**config.mk**
```make
export PLATFORM = sky130hd
export DESIGN_NAME = sadc_ctrl
export DESIGN_NICKNAME = d
export VERILOG_FILES = /design/src/include/sadc_pkg.sv /design/src/hw/sadc_clkdiv.sv /design/src/hw/sadc_sar.sv /design/src/hw/sadc_ctrl.sv
export SDC_FILE = /design/constraint.sdc
export NUM_CORES = 1
export LEC_CHECK = 0
export ABC_CLOCK_PERIOD_IN_PS = 6400
export BUFFER_PORTS_ARGS = -buffer_cell sky130_fd_sc_hd__buf_2
export CORE_MARGIN = 3
export CORE_UTILIZATION = 35
export DETAILED_ROUTE_END_ITERATION = 8
export PLACE_DENSITY = 0.59
export SLEW_MARGIN = 10
export SYNTH_ARGS = -nofsm -noshare
export SYNTH_HDL_FRONTEND = slang
export SYNTH_SLANG_ARGS = --single-unit
```
**constraint.sdc**
```tcl
create_clock -name clk_in -period 6.4 [get_ports clk_in]
set_input_delay 1.28 -clock clk_in [delete_from_list [all_inputs] [get_ports clk_in]]
set_output_delay 1.28 -clock clk_in [all_outputs]
set_load 0.03 [all_outputs]
```
**src/include/sadc_pkg.sv**
```systemverilog
// Package with register map, field layout and timing constants of the converter control block
package sadc_pkg;

  // Register addresses in the data space
  localparam logic [7:0] SADC_RESULT_ADDR = 8'hd0;
  localparam logic [7:0] SADC_CTRL_ADDR = 8'hd1;

  // Control register field positions
  localparam int SADC_IRQ_EN_BIT = 7;
  localparam int SADC_DONE_BIT = 6;
  localparam int SADC_GO_BIT = 5;
  localparam int SADC_PWR_BIT = 4;

  // Control register value after reset
  localparam logic [7:0] SADC_CTRL_RESET = 8'h40;

  // Interrupt vector number of the end-of-conversion request
  localparam logic [2:0] SADC_IRQ_VECTOR = 3'h4;

  // Conversion clock divider and result width
  localparam int SADC_CLK_DIV = 12;
  localparam int SADC_RES_BITS = 8;

  // Typical conversion time at the reference oscillator rate
  localparam int SADC_CONV_TIME_NS = 70000;
  localparam int SADC_REF_OSC_KHZ = 8000;
  // Conversion clock ticks per conversion: 70 us * 8 MHz / 12, rounded down
  localparam int SADC_CONV_TICKS = (SADC_CONV_TIME_NS * SADC_REF_OSC_KHZ) /
                                   (1000000 * SADC_CLK_DIV);

  // Sequencer states
  typedef enum logic [1:0] {
    SADC_IDLE = 2'b00,
    SADC_SETTLE = 2'b01,
    SADC_STEP = 2'b10
  } sadc_state_t;

  // Register read or write request from the core
  typedef struct packed {
    logic wr;
    logic rd;
    logic [7:0] addr;
    logic [7:0] wdata;
  } sadc_bus_t;

endpackage : sadc_pkg

```
**src/hw/sadc_clkdiv.sv**
```systemverilog
// Divider producing a one-cycle conversion clock tick every DIV oscillator cycles
`timescale 1ns/1ns
module sadc_clkdiv import sadc_pkg::*; #(
  parameter int DIV = SADC_CLK_DIV
) (
  // Clock and reset
  input wire logic clk_in,
  input wire logic rst_in,
  // Restart the division phase
  input wire logic restart_in,
  // Tick output
  output logic tick_out
);

  // Counter wide enough for any divider setting
  localparam int CNT_W = (DIV > 1) ? $clog2(DIV) : 1;
  logic [CNT_W-1:0] count;
  wire last_w = (count == CNT_W'(DIV - 1));

  // Count oscillator cycles, restart keeps a full period before the first tick
  always_ff @(posedge clk_in) begin
    if (rst_in || restart_in || last_w) begin
      count <= '0;
    end else begin
      count <= count + CNT_W'(1);
    end
  end

  assign tick_out = last_w && !restart_in;

endmodule : sadc_clkdiv

```
**src/hw/sadc_sar.sv**
```systemverilog
// Successive approximation register deciding one result bit per step, MSB first
`timescale 1ns/1ns
module sadc_sar import sadc_pkg::*; #(
  parameter int BITS = SADC_RES_BITS
) (
  // Clock and reset
  input wire logic clk_in,
  input wire logic rst_in,
  // Control
  input wire logic load_in,
  input wire logic step_in,
  // Comparator: analog input at or above trial value
  input wire logic cmp_above_in,
  // Trial value to the DAC and running code
  output logic [BITS-1:0] trial_out,
  output logic [BITS-1:0] code_out,
  output logic last_out
);

  logic [BITS-1:0] code;
  logic [BITS-1:0] probe;

  // Probe walks from the top bit down
  always_ff @(posedge clk_in) begin
    if (rst_in) begin
      code <= '0;
      probe <= '0;
    end else if (load_in) begin
      code <= '0;
      probe <= {1'b1, {(BITS-1){1'b0}}};
    end else if (step_in) begin
      code <= cmp_above_in ? (code | probe) : code;
      probe <= probe >> 1;
    end
  end

  assign trial_out = code | probe;
  assign code_out = code;
  assign last_out = probe[0];

endmodule : sadc_sar

```
**src/hw/sadc_ctrl.sv**
```systemverilog
// Converter control, status and result registers with conversion sequencer
//
// Functional notes
// - Writing one to the go bit starts a conversion if the power bit is already one.
// - Writing the go bit clears the done flag at the same time.
// - Finishing a conversion sets the done flag, result now valid.
// - Go bit written during a conversion aborts it and starts afresh.
// - Go bit is write only and always reads zero.
// - Done flag with interrupt enabled raises request on vector four.
// - Top control bit enables the end-of-conversion interrupt.
// - Power bit one enables converter, zero puts it in idle.
// - Reset aborts conversion and loads control with 40h.
// - Conversion clock is the oscillator divided by twelve.
// - A conversion takes about 70 us at 8 MHz.
// - Conversions are single shot, each needs a new go write.
// - Done flag is read only and serves as interrupt pending.
// - Eight-bit result by successive approximation.
// - Converter and its interrupt keep running in wait mode.
// - Read-only result register at 0D0h shows the conversion result.
`timescale 1ns/1ns
module sadc_ctrl import sadc_pkg::*; #(
  parameter int BITS = SADC_RES_BITS,
  parameter int CONV_TICKS = SADC_CONV_TICKS
) (
  // Clock and reset
  input wire logic clk_in,
  input wire logic rst_in,
  // Data space access from the core
  input wire sadc_bus_t bus_in,
  output logic [7:0] rdata_out,
  // Low power mode of the core, no effect on the converter
  input wire logic wait_mode_in,
  // Analog front end
  input wire logic cmp_above_in,
  output logic [BITS-1:0] dac_out,
  output logic analog_power_out,
  // Interrupt request
  output logic irq_out,
  output logic [2:0] irq_vector_out
);

  ////////////////////////////////////////////////////////////////////////////
  // Register decode

  logic irq_enable;
  logic power_on;
  logic done;
  logic [BITS-1:0] result;
  sadc_state_t state;
  logic [7:0] settle_cnt;

  wire ctrl_wr_w = bus_in.wr && (bus_in.addr == SADC_CTRL_ADDR);
  wire go_w = ctrl_wr_w && bus_in.wdata[SADC_GO_BIT];
  wire tick_w;
  wire sar_last_w;
  wire [BITS-1:0] sar_code_w;
  wire busy_w = (state != SADC_IDLE);
  wire step_w = (state == SADC_STEP) && tick_w;
  wire finish_w = step_w && sar_last_w;
  // Final code includes the decision on the last bit
  wire [BITS-1:0] final_w = cmp_above_in ? (sar_code_w | BITS'(1)) : sar_code_w;
  // Settling ticks before the bit decisions fill out the typical conversion time
  localparam int SETTLE_TICKS = (CONV_TICKS > BITS) ? (CONV_TICKS - BITS) : 1;

  ////////////////////////////////////////////////////////////////////////////
  // Conversion clock and approximation register

  sadc_clkdiv #(.DIV(SADC_CLK_DIV)) u_div (
    .clk_in(clk_in),
    .rst_in(rst_in),
    .restart_in(go_w),
    .tick_out(tick_w)
  );

  sadc_sar #(.BITS(BITS)) u_sar (
    .clk_in(clk_in),
    .rst_in(rst_in),
    .load_in(go_w),
    .step_in(step_w),
    .cmp_above_in(cmp_above_in),
    .trial_out(dac_out),
    .code_out(sar_code_w),
    .last_out(sar_last_w)
  );

  ////////////////////////////////////////////////////////////////////////////
  // Control register bits

  always_ff @(posedge clk_in) begin
    if (rst_in) begin
      irq_enable <= SADC_CTRL_RESET[SADC_IRQ_EN_BIT];
      power_on <= SADC_CTRL_RESET[SADC_PWR_BIT];
    end else if (ctrl_wr_w) begin
      irq_enable <= bus_in.wdata[SADC_IRQ_EN_BIT];
      power_on <= bus_in.wdata[SADC_PWR_BIT];
    end
  end

  ////////////////////////////////////////////////////////////////////////////
  // Sequencer: settle, then one bit per conversion tick

  sadc_state_t next_state;
  logic [7:0] next_settle_cnt;

  always_comb begin
    next_state = state;
    next_settle_cnt = settle_cnt;
    unique case (state)
      SADC_IDLE: ;
      SADC_SETTLE: begin
        if (tick_w) begin
          if (settle_cnt == 8'h1) begin
            next_state = SADC_STEP;
          end
          next_settle_cnt = settle_cnt - 8'h1;
        end
      end
      SADC_STEP: begin
        if (finish_w) begin
          next_state = SADC_IDLE;
        end
      end
      default: next_state = SADC_IDLE;
    endcase
    if (go_w) begin
      next_state = SADC_SETTLE;
      next_settle_cnt = 8'(SETTLE_TICKS);
    end
    if (!power_on) begin
      next_state = SADC_IDLE;
    end
  end

  // Sequencer registers; wait mode does not gate them
  always_ff @(posedge clk_in) begin
    if (rst_in) begin
      state <= SADC_IDLE;
      settle_cnt <= 8'h0;
    end else begin
      state <= next_state;
      settle_cnt <= next_settle_cnt;
    end
  end

  ////////////////////////////////////////////////////////////////////////////
  // Done flag and result; a start in the finishing cycle wins, as it aborts the old one

  always_ff @(posedge clk_in) begin
    if (rst_in) begin
      done <= SADC_CTRL_RESET[SADC_DONE_BIT];
      result <= '0;
    end else if (finish_w && !go_w) begin
      done <= 1'b1;
      result <= final_w;
    end else if (go_w) begin
      done <= 1'b0;
    end
  end

  ////////////////////////////////////////////////////////////////////////////
  // Read data and outputs

  wire [7:0] ctrl_rd_w = {irq_enable, done, 1'b0, power_on, 4'h0};
  wire [7:0] res_rd_w = 8'(result);

  always_ff @(posedge clk_in) begin
    if (rst_in) begin
      rdata_out <= 8'h0;
    end else if (bus_in.rd) begin
      rdata_out <= (bus_in.addr == SADC_CTRL_ADDR) ? ctrl_rd_w :
                   (bus_in.addr == SADC_RESULT_ADDR) ? res_rd_w : 8'h0;
    end
  end

  assign irq_out = done && irq_enable;
  assign irq_vector_out = SADC_IRQ_VECTOR;
  assign analog_power_out = power_on;

  ////////////////////////////////////////////////////////////////////////////
  // Checker helpers: cycles since the last tick and since the last start

  localparam int CONV_CYCLES = (SETTLE_TICKS + BITS) * SADC_CLK_DIV;
  logic [7:0] since_tick;
  logic [15:0] conv_cycles;

  // Counts the cycles since the last conversion clock tick
  always_ff @(posedge clk_in) begin
    if (rst_in || go_w || tick_w) begin
      since_tick <= 8'h0;
    end else begin
      since_tick <= since_tick + 8'h1;
    end
  end

  // Counts the cycles of the running conversion
  always_ff @(posedge clk_in) begin
    if (rst_in || go_w) begin
      conv_cycles <= 16'h0;
    end else if (busy_w) begin
      conv_cycles <= conv_cycles + 16'h1;
    end
  end
endmodule : sadc_ctrl

```
* Yosys cells after proc, flatten, opt, wreduce, memory -nomap -nowiden *
Index checks and enable logic that the tools add are counted.

cells by class
  equal/unequal tests = 13
  reduce and logical (&&, ||, !) cells = 23
  bitwise gates (word level) = 3
  add/sub/neg operators = 2
  mux-type cells = 13

operators with widths
  cell                                              count
  2-to-1 mux 8 bit                                  4
  2-to-1 mux 6 bit                                  3
  == test 8 bit, second input constant              2
  != test 3 x 2 -> 1 bit, second input constant     3
  == test 8 x 1 -> 1 bit, second input constant     1
  bitwise OR 8 bit                                  1
  AND reduction 4 bit                               2
  subtractor 8 x 1 -> 8 bit, second input constant  1
  logical AND 1 bit                                 7
  2-to-1 mux 2 bit                                  3
  != test 2 bit, second input constant              3
  case mux 2 bit (3 select lines)                   1
  AND reduction 2 bit                               3
  nonzero test 2 bit                                3
  OR reduction 2 bit                                3
  adder 4 x 1 -> 4 bit, second input constant       1
  == test 4 bit, second input constant              1
  OR reduction 3 bit                                1
  == test 2 x 1 -> 1 bit, second input constant     1
  == test 2 bit, second input constant              1
  zero test 2 bit                                   1
  logical OR 1 bit                                  2
  2-to-1 mux 1 bit                                  2
  != test 2 x 1 -> 1 bit, second input constant     1
  2 further kinds                                   3

word-level totals
  register bits after elaboration = 49
  logic and storage cells = 67
  input port bits = 22
  output and inout bits = 21

* Longest topological paths before layout *
  depth in word-level cells = 10
  mapped depth = 6
  gate-level depth less buffers = 6

* Hierarchy *
Synthesis repeated with hierarchy kept, for this count alone.

unflattened totals
  cell total of the unflattened synthesis = 223
  area, all modules = 2197.1 µm²

by module, submodules not included
  module       sequential area each (µm²)  cells an instance  instances  area an instance (µm²)
  sadc_ctrl    580.6                       144                1          1416.4
  sadc_sar     320.3                       63                 1          614.3
  sadc_clkdiv  80.1                        16                 1          166.4

* Least setup slack after synthesis *
Ideal clock, no wire load.

  path type = input -> register
  start = input port bus_in[13] in the netlist's numbering
  end = register done
  stages = 6
  arrival = 2872 ps
  path slack = 3408 ps
  library setup time = 120 ps
  path buffers = 2
  path through = or4b_4 -> or3_4 -> buf_6 -> and2_1 -> buf_6 -> a211o_1

between the ends
  word-level cells in the longest chain between the ends = 9

RTL lines
  element                       line                                 text
  from (decl)                   sadc_ctrl.sv:29                      input wire sadc_bus_t bus_in,
  == test 8 bit *               sadc_ctrl.sv:52                      wire ctrl_wr_w = bus_in.wr && (bus_in.addr == SADC_CTRL_ADDR);
  logical AND 1 bit *           sadc_ctrl.sv:52
  logical AND 1 bit *           sadc_ctrl.sv:53                      wire go_w = ctrl_wr_w && bus_in.wdata[SADC_GO_BIT];
  zero test 1 bit               sadc_clkdiv.sv:29, sadc_ctrl.sv:152
  logical AND 1 bit             sadc_clkdiv.sv:29                    assign tick_out = last_w && !restart_in;
  logical AND 1 bit             sadc_ctrl.sv:58                      wire step_w = (state == SADC_STEP) && tick_w;
  logical AND 1 bit             sadc_ctrl.sv:59                      wire finish_w = step_w && sar_last_w;
  logical AND 1 bit             sadc_ctrl.sv:152                     end else if (finish_w && !go_w) begin
  OR reduction 2 bit (no line)  --
  to (signal assigned)          sadc_ctrl.sv:150                     done <= SADC_CTRL_RESET[SADC_DONE_BIT];
  to (decl)                     sadc_ctrl.sv:47                      logic done;

Every way passes the cells marked *; elsewhere a longest branch is shown, timed or not.
A chain may end at the register's enable or synchronous reset.

* Worst setup path in the final report *
  start = input port bus_in[13] in the netlist's numbering
  end = register u_sar.probe[6]

between the ends
  word-level cells in the longest chain between the ends = 6

RTL lines
  element               line               text
  == test 8 bit *       sadc_ctrl.sv:52
  logical AND 1 bit *   sadc_ctrl.sv:52
  logical AND 1 bit *   sadc_ctrl.sv:53
  zero test 1 bit       sadc_clkdiv.sv:29
  logical AND 1 bit     sadc_clkdiv.sv:29
  logical AND 1 bit     sadc_ctrl.sv:58
  to (signal assigned)  sadc_sar.sv:30     probe <= {1'b1, {(BITS-1){1'b0}}};
  to (signal assigned)  sadc_sar.sv:33     probe <= probe >> 1;
  to (decl)             sadc_sar.sv:21     logic [BITS-1:0] probe;

Marks and branches as above.

==> impl_results.md <==
- Max transition margin: 38.0%
- Sink Count: 49
- Worst-case clock buffer depth: 2
- Max Freq: 318 MHz
- 1st-iter DRT viols: 85
- Req. time, crit path: 6.55 ns
- Post-CTS Setup Bufs: 0
- Count of hold-fix buffers inserted at cts: 0
- Pin count of the biggest net entering global routing: 33
- Clk pwr share: 43.9%
- Yosys reg bits: 49
- Final Hold Fails: 0
- Worst setup SP type: input port
- RR Startpoint: u_div.count[0]
- Clock transition at path regs: 0.09 ns
- Max Cap Viol: 0
- Yosys warns: 0
- Synth top area cells: dfxtp_1, mux2i_1, nor2_1, a21oi_1, nand2b_1
- Largest stage delay on the critical path: 0.75 ns
- Area added between synthesis and finish: 14.9%
- Ys async rst share: 0%
- Syn Inst Count: 233
- Cell variety after synth: 36
- Post-cts sizing count: 0
- Vias per inst: 4.72
- Clock skew: 0.00579 ns
- Avg WL per Cell: 12.2 um
- # DRC: 0
- Vias in the first global route: 1559
- Number of antenna violations at the first check in global routing: 0
- Max-slew violations: 0
- Total GRT Usage: 12.6%
- Die Footprint: 7030 um^2
- NetSw: 115 uW
- Comb power frac: 3.6%
- CTS Buf Count: 5
- Type of the worst min-delay path: reg2reg
- CP startpoint: bus_in[13]
- Drt first pass iters: 4
- Worst R2R Setup Slack: 4.38 ns
- Port buffer count: 33
- Outcome: completed
- Dominant synthesized flop cell: dfxtp_1
- Internal power: 470 uW
- Register area share after synthesis: 46.3%
- Most frequent cells in the layout: dfxtp_1, nor2_1, buf_2
- Tcrit/Tclk final: 49.1%
- Final setup TNS: 0 ns
- Site row count: 27
- Commonest non-fill, non-tap cell in the layout: dfxtp_1
- Worst VDD drop: 0.105 mV
- Pwr Density: 240 nW/um^2
- Via count: 1577
- Fin crit period: 3.14 ns
- Drt total wl: 4060 um
- Slowest stage cell, crit path: or2b_1
- Crit path cell chain: buf_2 > or4b_4 > or3_4 > or2b_1 > nor2_1
- Number of synthesized flops with an enable pin: 0
- Sequential power share: 52.5%
- Measured slew at the worst slew-check pin: 0.923 ns
- Core box area: 5680 um^2
- Core Util, Final: 42.9%
- HP Start: u_div.count[0]
- Share of cells above drive strength 1: 21.8%
- # IOs: 43
- First-pass GRT wire length: 7200 um
- Worst Setup End Kind: flop
- Die height: 83.8 um
- RSZ-0062 raised after global routing: no
- Critical path arrival: 3.29 ns
- Max Fanout on Critical Path: 24
- Grt ovf: 0
- Later-pin clock latency in the skew report: 0.30 ns
- # setup viols final: 0
- Hpwl dp: 2880 um
- ANT nets after route: 0
- Starting Density: 37.4%
- Mean Syn Cell Area: 9.10 um^2
- Die outline width: 83.8 um
- # nets final: 286
- H-tree lvl count: 2
- Yosys top cell area share: 46.3%
- CP Class: in2reg
- Antenna cells: 0
- CTS root buffer: clkbuf_8
- TritonCTS clock tree: built
- Area leader, netlist: dfxtp_1
- Cell Area, Synth: 2120 um^2
- GPL Wtd Cong: 0.759
- Leakage: 0.000944 uW
- Switching share of power: 19.7%
## routing by layer
layer / wire [um] / up-vias / global-route usage (%)
met2: 1810 / 20 / 20.5
li1: - / 830 / -
met5: 0 / - / 0
met3: 158 / 7 / 3.26
met1: 2030 / 720 / 15.7
met4: 70 / 0 / 5.26
## path summary, 6_finish.rpt
check,end,cells after the start
worst min-delay path,u_div.count[0],1
worst max-delay path,u_sar.probe[6],5
worst min register to register,u_div.count[0],1
worst max register to register,u_sar.code_out[4],5
## power groups by stage
stage	Sequential [uW]	Clock, uW	Combinational [uW]
2_1_floorplan	314	0	15.7
3_3_place_gp	315	0	21.2
3_5_place_dp	315	0	21.4
4_1_cts	308	265	21.5
5_1_grt	308	276	23.7
6_report	307	257	21.1
## synth_stat cells (all sizes together) (4+ instances only)
cell,number
dfxtp,49
nor3,5
xnor2,5
nor2b,6
or2,8
a21oi,25
clkbuf,6
mux2,4
nand2b,19
buf,7
nor2,35
nand3,5
inv,4
mux2i,16
nand2,5
## sequential cells by signal (all words and copies together) (netlist names)
register,flops
res_rd_w,8
irq_enable,1
state,2
settle_cnt,8
rdata_out,8
u_sar.code_out,8
done,1
analog_power_out,1
u_sar.probe,8
u_div.count,4
## cell families after synthesis
logic type                 count (synthesis)  share of synthesized area [%]
AOI/OAI and AO/OA                         30                           7.55
muxes                                     20                           9.68
xor gates and xnor gates                   8                           3.30
and+or+nand+nor                          104                           26.7
other                                      2                          0.354
DFF                                       49                           46.3
adders and majority gates                  3                           1.77
buffers and inverters                     17                           4.37
## per-stage QoR
stage / setup slack (ns) / total power (uW) / cell area, um^2 / hold WS (ns) / std cells
after floorplan: 3.41 / 330 / 2120 / 0.432 / 234
after global placement: 2.94 / 336 / 2300 / 0.446 / 326
after detailed placement: 2.91 / 336 / 2300 / 0.449 / 326
after CTS: 3.24 / 594 / 2440 / 0.469 / 334
after global routing: 3.14 / 607 / 2440 / 0.483 / 334
final: 3.26 / 586 / 2440 / 0.469 / 334
## worst max-delay path: cells and delay by family
kind / cells / cell delay, ns
buffers and inverters: 1 / 0.10
AND/OR/NAND/NOR: 4 / 1.90
## cell type report
type,instances,area (um^2)
flip-flops and latches,49,981
clock inverters,3,65.1
repair buffers,33,165
well taps,72,90.1
fillers,593,3240
clock buffers,5,68.8
multi-input cells,168,1050
inverters,4,15.0
No activity file was read; power rests on OpenSTA's default activity.
